`src/hw/ser_pkg.sv`:
```
// Shared constants, command codes and carrier structs for the status event registers.
// Assumes one device clock and that the command interpreter drives the command port.
// Notes on behaviour
// - Event bits latch until explicitly cleared.
// - Event query or clear-status clears event bits.
// - Instrument reset and device clear keep events.
// - Summary is OR of enabled event bits.
// - Masks readable, writable; clear-status keeps masks.
// - Values are binary-weighted sums of bits.
// - Questionable bits 0/1 on voltage/current unregulated.
// - Questionable bit 4 on fan overtemperature.
// - Questionable bit 9 on overvoltage trip.
// - Questionable mask clears at power-up reset or by writing zero.
// - Standard summary goes to status bit 5.
// - Standard error bits push error queue entries.
// - Standard bit 0 on operation complete.
// - Standard bit 2 on query errors.
// - Standard bit 3 on self-test/calibration error.
// - Standard bit 4 on execution error.
// - Standard bit 5 on command syntax error.
// - Standard bit 7 set after power cycle.
// - Standard mask cleared at power-up if setting 1.
// - Questionable summary bit 3, standard summary bit 5.
package ser_pkg;

  localparam int unsigned QUESTIONABLE_SUMMARY_BIT_W = 16;
  localparam int unsigned STD_W  = 8;
  localparam int unsigned DATA_W = 16;

  localparam int unsigned QUESTIONABLE_SUMMARY_BIT_VOLT_BIT = 0;
  localparam int unsigned QUESTIONABLE_SUMMARY_BIT_CURR_BIT = 1;
  localparam int unsigned QUESTIONABLE_SUMMARY_BIT_TEMP_BIT = 4;
  localparam int unsigned QUESTIONABLE_SUMMARY_BIT_OVP_BIT  = 9;
  localparam logic [QUESTIONABLE_SUMMARY_BIT_W-1:0] QUESTIONABLE_SUMMARY_BIT_USED_MASK = 16'h0213;

  localparam int unsigned STD_OPC_BIT = 0;
  localparam int unsigned STD_QYE_BIT = 2;
  localparam int unsigned STD_DDE_BIT = 3;
  localparam int unsigned STD_EXE_BIT = 4;
  localparam int unsigned STD_CME_BIT = 5;
  localparam int unsigned STD_PWR_BIT = 7;
  localparam logic [STD_W-1:0] STD_USED_MASK = 8'hbd;

  localparam int unsigned STB_QUESTIONABLE_SUMMARY_BIT_BIT = 3;
  localparam int unsigned STB_STD_BIT  = 5;

  localparam logic [QUESTIONABLE_SUMMARY_BIT_W-1:0] QUESTIONABLE_SUMMARY_BIT_EV_RESET   = 16'h0000;
  localparam logic [QUESTIONABLE_SUMMARY_BIT_W-1:0] QUESTIONABLE_SUMMARY_BIT_MASK_RESET = 16'h0000;
  localparam logic [STD_W-1:0]  STD_EV_RESET    = 8'h00;
  localparam logic [STD_W-1:0]  STD_MASK_RESET  = 8'h00;
  localparam logic              PSC_RESET       = 1'b1;
  localparam int unsigned       SYNC_STAGES     = 2;

  typedef enum logic [3:0] {
    SER_CMD_NOP       = 4'h0,
    SER_CMD_QUESTIONABLE_SUMMARY_BIT_EVQ  = 4'h1,
    SER_CMD_QUESTIONABLE_SUMMARY_BIT_ENQ  = 4'h2,
    SER_CMD_QUESTIONABLE_SUMMARY_BIT_ENW  = 4'h3,
    SER_CMD_STD_EVQ   = 4'h4,
    SER_CMD_STD_ENQ   = 4'h5,
    SER_CMD_STD_ENW   = 4'h6,
    SER_CMD_CLS       = 4'h7,
    SER_CMD_RST       = 4'h8,
    SER_CMD_DEV_CLR   = 4'h9,
    SER_CMD_STB_Q     = 4'ha,
    SER_CMD_PSC_W     = 4'hb,
    SER_CMD_PSC_Q     = 4'hc
  } ser_cmd_e;

  typedef struct packed {
    logic              valid;
    ser_cmd_e          op;
    logic [DATA_W-1:0] wdata;
  } ser_cmd_s;

  typedef struct packed {
    logic              valid;
    logic [DATA_W-1:0] data;
  } ser_rsp_s;

  typedef struct packed {
    logic volt_unreg;
    logic curr_unreg;
    logic fan_overtemp;
    logic ovp_tripped;
  } ser_qcond_s;

  typedef struct packed {
    logic operation_complete_flag;
    logic obuf_empty_read;
    logic line_before_query_read;
    logic buffers_full;
    logic device_error_flag;
    logic execution_error_flag;
    logic command_error_flag;
  } ser_std_ev_s;

  typedef struct packed {
    logic push;
    logic query_error_flag;
    logic device_error_flag;
    logic execution_error_flag;
    logic command_error_flag;
  } ser_err_s;

endpackage

```
`src/hw/ser_event_group.sv`:
```
// One latched event register with its enable mask and registered summary bit.
// Assumes set, clear and write strobes come from logic on the same clock.
`timescale 1ns/1ps
`default_nettype none
module ser_event_group
  import ser_pkg::*;
#(
  parameter int unsigned       W          = 8,
  parameter logic [W-1:0]      USED       = '1,
  parameter logic [W-1:0]      EV_RESET   = '0,
  parameter logic [W-1:0]      MASK_RESET = '0
) (
  input  wire logic         ref_clk,
  input  wire logic         nrst,
  input  wire logic [W-1:0] set_bits,
  input  wire logic         clear_ev,
  input  wire logic         mask_we,
  input  wire logic [W-1:0] mask_wdata,
  output logic      [W-1:0] ev_q,
  output logic      [W-1:0] mask_q,
  output logic              summary_q
);

  // Refuses widths that do not fit the response word.
  if (W < 1 || W > DATA_W) begin
    $error("ser_event_group width out of range");
  end

  typedef struct packed {
    logic [W-1:0] ev;
    logic [W-1:0] mask;
    logic         summary;
  } ser_grp_s;

  ser_grp_s st_q;
  ser_grp_s st_d;

  always_comb begin
    st_d = st_q;
    // Set wins over a clear in the same cycle; bits stay set otherwise.
    st_d.ev = ((clear_ev ? '0 : st_q.ev) | set_bits) & USED;
    if (mask_we) begin
      st_d.mask = mask_wdata & USED;
    end
    st_d.summary = |(st_d.ev & st_d.mask);
  end

  always_ff @(posedge ref_clk or negedge nrst) begin
    if (!nrst) begin
      st_q <= '{ev: EV_RESET, mask: MASK_RESET, summary: 1'b0};
    end else begin
      st_q <= st_d;
    end
  end

  assign ev_q      = st_q.ev;
  assign mask_q    = st_q.mask;
  assign summary_q = st_q.summary;

endmodule
`default_nettype wire

```
`src/hw/ser_status_top.sv`:
```
// Status event registers: questionable and standard groups with masks and status byte bits.
// Assumes the command interpreter drives one command per cycle and that the saved
// power-on-clear setting and saved standard mask are stable from reset release.
`timescale 1ns/1ps
`default_nettype none
module ser_status_top
  import ser_pkg::*;
(
  input  wire logic        ref_clk,
  input  wire logic        nrst,
  input  wire ser_qcond_s  qcond_pin,
  input  wire ser_std_ev_s std_ev,
  input  wire ser_cmd_s    cmd,
  input  wire logic        psc_saved,
  input  wire logic [STD_W-1:0] std_mask_saved,
  output logic             cmd_ready,
  output ser_rsp_s         rsp,
  output ser_err_s         err,
  output logic [STD_W-1:0] status_byte,
  output logic             power_on_clear_setting,
  output logic [STD_W-1:0] std_mask_out
);

  typedef enum logic [1:0] {
    SER_ST_BOOT  = 2'b00,
    SER_ST_LOAD  = 2'b01,
    SER_ST_RUN   = 2'b10
  } ser_phase_e;

  typedef struct packed {
    ser_phase_e  phase;
    ser_qcond_s  sync1;
    ser_qcond_s  sync2;
    logic        psc;
    logic        ready;
    ser_rsp_s    rsp;
    ser_err_s    err;
  } ser_top_s;

  ser_top_s st_q;
  ser_top_s st_d;

  logic [QUESTIONABLE_SUMMARY_BIT_W-1:0] questionable_summary_bit_ev;
  logic [QUESTIONABLE_SUMMARY_BIT_W-1:0] questionable_summary_bit_mask;
  logic              questionable_summary_bit_sum;
  logic [STD_W-1:0]  std_ev_bits;
  logic [STD_W-1:0]  std_mask;
  logic              std_sum;

  logic [QUESTIONABLE_SUMMARY_BIT_W-1:0] questionable_summary_bit_set;
  logic [STD_W-1:0]  std_set;
  logic              take;
  logic              cls;
  logic              questionable_summary_bit_clr;
  logic              std_clr;
  logic              questionable_summary_bit_mask_we;
  logic              std_mask_we;
  logic [STD_W-1:0]  std_mask_wdata;
  logic              qye_any;
  logic              pwr_set;

  assign take = st_q.ready && cmd.valid;
  assign cls  = take && (cmd.op == SER_CMD_CLS);

  // Instrument reset and device clear are acknowledged but touch no event bit.
  assign questionable_summary_bit_clr = cls || (take && (cmd.op == SER_CMD_QUESTIONABLE_SUMMARY_BIT_EVQ));
  assign std_clr  = cls || (take && (cmd.op == SER_CMD_STD_EVQ));

  assign qye_any = std_ev.obuf_empty_read || std_ev.line_before_query_read
                   || std_ev.buffers_full;
  assign pwr_set = (st_q.phase == SER_ST_LOAD);

  always_comb begin
    questionable_summary_bit_set                = '0;
    questionable_summary_bit_set[QUESTIONABLE_SUMMARY_BIT_VOLT_BIT] = st_q.sync2.volt_unreg;
    questionable_summary_bit_set[QUESTIONABLE_SUMMARY_BIT_CURR_BIT] = st_q.sync2.curr_unreg;
    questionable_summary_bit_set[QUESTIONABLE_SUMMARY_BIT_TEMP_BIT] = st_q.sync2.fan_overtemp;
    questionable_summary_bit_set[QUESTIONABLE_SUMMARY_BIT_OVP_BIT]  = st_q.sync2.ovp_tripped;
  end

  always_comb begin
    std_set              = '0;
    std_set[STD_OPC_BIT] = std_ev.operation_complete_flag;
    std_set[STD_QYE_BIT] = qye_any;
    std_set[STD_DDE_BIT] = std_ev.device_error_flag;
    std_set[STD_EXE_BIT] = std_ev.execution_error_flag;
    std_set[STD_CME_BIT] = std_ev.command_error_flag;
    std_set[STD_PWR_BIT] = pwr_set;
  end

  assign questionable_summary_bit_mask_we = take && (cmd.op == SER_CMD_QUESTIONABLE_SUMMARY_BIT_ENW);

  // The standard mask is loaded once at power-up from the saved copy or cleared.
  always_comb begin
    std_mask_we    = 1'b0;
    std_mask_wdata = std_mask;
    if (st_q.phase == SER_ST_LOAD) begin
      std_mask_we    = 1'b1;
      std_mask_wdata = psc_saved ? STD_MASK_RESET : std_mask_saved;
    end else if (take && (cmd.op == SER_CMD_STD_ENW)) begin
      std_mask_we    = 1'b1;
      std_mask_wdata = cmd.wdata[STD_W-1:0];
    end
  end

  ser_event_group #(
    .W          (QUESTIONABLE_SUMMARY_BIT_W),
    .USED       (QUESTIONABLE_SUMMARY_BIT_USED_MASK),
    .EV_RESET   (QUESTIONABLE_SUMMARY_BIT_EV_RESET),
    .MASK_RESET (QUESTIONABLE_SUMMARY_BIT_MASK_RESET)
  ) u_questionable_summary_bit (
    .ref_clk    (ref_clk),
    .nrst       (nrst),
    .set_bits   (questionable_summary_bit_set),
    .clear_ev   (questionable_summary_bit_clr),
    .mask_we    (questionable_summary_bit_mask_we),
    .mask_wdata (cmd.wdata[QUESTIONABLE_SUMMARY_BIT_W-1:0]),
    .ev_q       (questionable_summary_bit_ev),
    .mask_q     (questionable_summary_bit_mask),
    .summary_q  (questionable_summary_bit_sum)
  );

  ser_event_group #(
    .W          (STD_W),
    .USED       (STD_USED_MASK),
    .EV_RESET   (STD_EV_RESET),
    .MASK_RESET (STD_MASK_RESET)
  ) u_std (
    .ref_clk    (ref_clk),
    .nrst       (nrst),
    .set_bits   (std_set),
    .clear_ev   (std_clr),
    .mask_we    (std_mask_we),
    .mask_wdata (std_mask_wdata),
    .ev_q       (std_ev_bits),
    .mask_q     (std_mask),
    .summary_q  (std_sum)
  );

  always_comb begin
    st_d       = st_q;
    st_d.sync1 = qcond_pin;
    st_d.sync2 = st_q.sync1;

    unique case (st_q.phase)
      SER_ST_BOOT: begin
        st_d.phase = SER_ST_LOAD;
        st_d.psc   = psc_saved;
      end
      SER_ST_LOAD: begin
        st_d.phase = SER_ST_RUN;
        st_d.ready = 1'b1;
      end
      SER_ST_RUN: begin
        st_d.phase = SER_ST_RUN;
      end
      default: begin
        st_d.phase = SER_ST_BOOT;
        st_d.ready = 1'b0;
      end
    endcase

    // Answers carry the register contents before any clear in the same cycle.
    st_d.rsp.valid = take;
    st_d.rsp.data  = '0;
    if (take) begin
      unique case (cmd.op)
        SER_CMD_QUESTIONABLE_SUMMARY_BIT_EVQ: st_d.rsp.data = questionable_summary_bit_ev;
        SER_CMD_QUESTIONABLE_SUMMARY_BIT_ENQ: st_d.rsp.data = questionable_summary_bit_mask;
        SER_CMD_STD_EVQ:  st_d.rsp.data = {8'h00, std_ev_bits};
        SER_CMD_STD_ENQ:  st_d.rsp.data = {8'h00, std_mask};
        SER_CMD_STB_Q:    st_d.rsp.data = {8'h00, status_byte};
        SER_CMD_PSC_Q:    st_d.rsp.data = {15'h0000, st_q.psc};
        SER_CMD_PSC_W:    st_d.psc = cmd.wdata[0];
        default:          st_d.rsp.data = '0;
      endcase
    end

    // One error queue entry per cycle in which an error bit is raised.
    st_d.err.query_error_flag     = qye_any;
    st_d.err.device_error_flag    = std_ev.device_error_flag;
    st_d.err.execution_error_flag = std_ev.execution_error_flag;
    st_d.err.command_error_flag   = std_ev.command_error_flag;
    st_d.err.push = qye_any || std_ev.device_error_flag
                    || std_ev.execution_error_flag || std_ev.command_error_flag;
  end

  always_ff @(posedge ref_clk or negedge nrst) begin
    if (!nrst) begin
      st_q <= '{phase: SER_ST_BOOT, sync1: '0, sync2: '0, psc: PSC_RESET,
                ready: 1'b0, rsp: '0, err: '0};
    end else begin
      st_q <= st_d;
    end
  end

  // Summary bits come from registers that track the masked event bits each cycle.
  always_comb begin
    status_byte               = '0;
    status_byte[STB_QUESTIONABLE_SUMMARY_BIT_BIT] = questionable_summary_bit_sum;
    status_byte[STB_STD_BIT]  = std_sum;
  end

  assign cmd_ready              = st_q.ready;
  assign rsp                    = st_q.rsp;
  assign err                    = st_q.err;
  assign power_on_clear_setting = st_q.psc;
  assign std_mask_out           = std_mask;

endmodule
`default_nettype wire

```
`config.mk`:
```
export PLATFORM = sky130hd
export DESIGN_NAME = ser_status_top
export DESIGN_NICKNAME = d
export VERILOG_FILES = /design/src/hw/ser_pkg.sv /design/src/hw/ser_event_group.sv /design/src/hw/ser_status_top.sv
export SDC_FILE = /design/constraint.sdc
export NUM_CORES = 1
export LEC_CHECK = 0
export BUFFER_PORTS_ARGS = -buffer_cell sky130_fd_sc_hd__buf_2
export CAP_MARGIN = 5
export CELL_PAD_IN_SITES_DETAIL_PLACEMENT = 1
export CELL_PAD_IN_SITES_GLOBAL_PLACEMENT = 1
export CORE_MARGIN = 8
export CORE_UTILIZATION = 37
export DETAILED_ROUTE_END_ITERATION = 6
export GPL_ROUTABILITY_DRIVEN = 1
export PLACE_DENSITY_LB_ADDON = 0.2
export SLEW_MARGIN = 10
export SYNTH_ARGS = -nofsm -noshare
export SYNTH_HDL_FRONTEND = slang
export SYNTH_SLANG_ARGS = --single-unit
```
`constraint.sdc`:
```
create_clock -name ref_clk -period 2 [get_ports ref_clk]
set_input_delay 0.2 -clock ref_clk [delete_from_list [all_inputs] [get_ports ref_clk]]
set_output_delay 0.2 -clock ref_clk [all_outputs]
set_load 0.01 [all_outputs]
```
==> impl_results.md <==
* Vias in the first global route at 1710
* Average size of a mapped cell at 11.01 um^2
* Row count at 28
* Syn Std Cell Area at 0.002301 mm^2
* Die ar. at between 0.008 and 0.009 mm^2
* Number of diodes at 0
* Endpoints failing setup at 0
* Top_reg_cell synth: dfrtp_1
* Average wire per standard cell at between 15 and 20 um
* Synth warn at 0
* Root Driver: clkbuf_8
* Final period util at 88.99%
* Commonest cells in the synthesized netlist: 47 x dfrtp_1, 34 x buf_4, 16 x nand2_1
* Final design area excluding fillers at 0.002673 mm^2
* PD cells at 748.1 mW/mm^2
* Placed Cells at 324
* Post CTS Setup Buffer Count at 0
* EDFF count, synth at 0
* Largest net degree at the start of global routing at 28
* Slew HR at 63.74%
* Setup crit end kind: flop
* Total CTS buffers at 5
* GRT Residual Overflow at 0
* Clock share of power at 30.0%
* CTS sink cnt at between 40 and 50
* Sequential share of power at 53.9%
* Share of cells above drive strength 1 at approximately 32%
* Max Cap Violations at 0
* TNS Setup at 0 ns
* FMAX at 0.5619 GHz
* Total wire length at approximately 6 mm
* Min cycle time layout at about 1.8 ns
* Worst-path maximum fanout at 7
* Post-synthesis simple-gate area fraction at 16.86%
* Distinct cells, synth at 39
* Clock skew at about 0.0067 ns
* RSZ-0062 raised after global routing: false
* RePlAce Congestion at 0.7691
* DP Area at 0.002529 mm^2
* 1st-iter DRT viols at 93
* Clk Latency, worst-skew pair at around 0.3 ns
* Gate power share at 16.1%
* Worst-margin pin slew at about 0.54 ns
* Async set-reset flop share out of synthesis at 100.0%
* Initial core utilization at 38.63%
* Net Sw Power at 0.5332 mW
* Post-synthesis sequential area ratio at 52.26%
* Post-synthesis mux area share at 3.371%
* Via/cell ratio at 4.875
* Area leader, netlist: dfrtp_1
* Hold Crit Class: primary input to flop
* CP arrival at 1.96 ns
* First-pass DRT Iterations at 4
* IO buf count at 56
* Largest family of logic cells by synthesized area: simple AND/OR/NAND/NOR gates
* Slew Viols, Final at 0
* Post-Synthesis Cells at 209
* WP data required at 2.18 ns
* Most numerous cell in the Yosys netlist: dfrtp_1
* Final core utilization at between 40% and 50%
* Critical path type: flop to flop
* Die width at about 95 um
* Area growth syn-to-layout at 16.15%
* Max IR drop VDD at ~0.33 mV
* Post-route DRC at 0
* CTS tree: done
* Initial antenna violation count at 0
* Fin nets at 307
* Post-synthesis compound-gate area fraction at 12.07%
* Dpl hpwl at 4.519 mm
* Fill count at 694
* Fin. Hold Viols at 0
* Finished Layout Cells at 337
* Final hold slack at between 0.03 and 0.04 ns
* First-pass GRT wire length at 9.052 mm
* Die H at 94.86 um
* Synth Area in XOR/XNOR at 0.3806%
* Area fraction of the dominant cell type after synthesis at 51.11%
* Critical Path Start Type: flop
* # H-tree levels at 2
* Post-synthesis adder-cell area fraction at 1.631%
* Core area at 0.005956 mm^2
* Internal power at 1.466 mW
* Vias at 1643
* Clk slew on worst S/H paths at 0.09 ns
* Sw Ratio at 26.67%
* FF+latch count, synth at 48
* Clk buf depth at 2
* Run status: finished, final reports clean
* Largest cells by area after synthesis: dfrtp_1 51%, buf_4 11%, a21o_1 3.6%, a22oi_1 3.6%, mux2_2 2.9%
* ANT nets after route at 0
* All-Layer GR Usage at 13.21%
* P_leak at 1.240 nW
* I/O pin total at 83
==> through the flow <==
stage | worst slack [ns] | power (mW)
after CTS | 0.2050 | 2.031
after global routing | 0.1256 | 2.106
after global placement | 0.2204 | 1.407
after detailed placement | 0.2210 | 1.415
after floorplan | 0.3061 | 1.307
final | 0.2202 | 1.999
==> metal layers <==
layer | track usage, % | vias to the layer above | share of wire [%]
met2 | 21.55 | 44 | 48
met1 | 16.40 | 812 | 45
met5 | 0 | - | 0
met4 | 4.291 | 0 | 1.2
met3 | 3.810 | 6 | 6.5
li1 | - | 781 | -
==> state kept, by name (all words and copies together) (netlist names) <==
signal and cells:
u_std.mask_q 6, st_d 4, questionable_summary_bit_set 4, power_on_clear_setting 1, st_q 2, u_std.summary_q 1
cmd_ready 1, u_std.ev_q 6, u_questionable_summary_bit.mask_q 4, u_questionable_summary_bit.summary_q 1, u_questionable_summary_bit.ev_q 4, err 5
rsp 9
==> area by class of cell <==
type | count | area [um^2] | area share, %
clock inverters | 1 | 7.507 | 0.2809
inverters | 2 | 7.507 | 0.2809
well taps | 75 | 93.84 | 3.511
multi-input cells | 132 | 849.6 | 31.79
flip-flops and latches | 48 | 1202 | 44.99
repair buffers | 72 | 425.4 | 15.92
clock buffers | 7 | 86.33 | 3.230
==> layout by cell type (no fill, tap or decap), types with 2 or more instances in the layout <==
cell           count
a22oi_1           11
nand3_1           10
buf_2             56
a21o_1            11
o21a_1             3
dfrtp_1           47
nor2_1            10
ha_1               3
nand4b_1           7
or3_1              2
inv_1              2
nand2b_1           3
a21oi_1            2
nand3b_1           2
buf_4             10
mux2_2             6
nand2_1           16
o21ai_0            3
dlygate4sd3_1      5
o22ai_1            2
and2_1             3
clkbuf_8           6
nor2b_1            8
conb_1            16
==> timing repair <==
item,in CTS,in global routing
hold buffers,5,0
resized for setup,0,0
endpoints found under the hold margin,24,0
==> power groups by stage <==
stage	clock, mW	combinational (mW)	sequential (mW)
6_report	0.599	0.323	1.08
5_1_grt	0.659	0.358	1.09
4_1_cts	0.626	0.327	1.08
3_5_place_dp	0	0.318	1.10
3_3_place_gp	0	0.312	1.09
2_1_floorplan	0	0.212	1.10
==> worst paths after layout <==
check | endpoint | cells past startpoint | start | slack, ns
max in group asynchronous | questionable_summary_bit_set[4] | 3 | nrst | 1.05
min in group asynchronous | rsp[5] | 2 | nrst | 0.41
worst min-delay path | err[0] | 1 | std_ev[0] | 0.03
worst min register to register | questionable_summary_bit_set[4] | 0 | st_d[25] | 0.35
worst max register to register | u_std.summary_q | 5 | cmd_ready | 0.22
worst max-delay path | u_std.summary_q | 5 | cmd_ready | 0.22
==> worst max-delay path, cell delays in order (launching register included) <==
cell and delay, ns:
dfrtp_1 0.44, nand4b_4 0.19, or3_1 0.49, a21o_1 0.27, a22oi_2 0.18, nand4_1 0.10
==> cell families after synthesis <==
| family | Yosys count |
|---|---|
| xor gates and xnor gates | 1 |
| adders and majority gates | 3 |
| buffers and inverters | 44 |
| and+or+nand+nor | 67 |
| other | 1 |
| AOI/OAI and AO/OA | 38 |
| DFF | 48 |
| muxes | 7 |
Note: power is estimated with default switching activity, not from simulation.
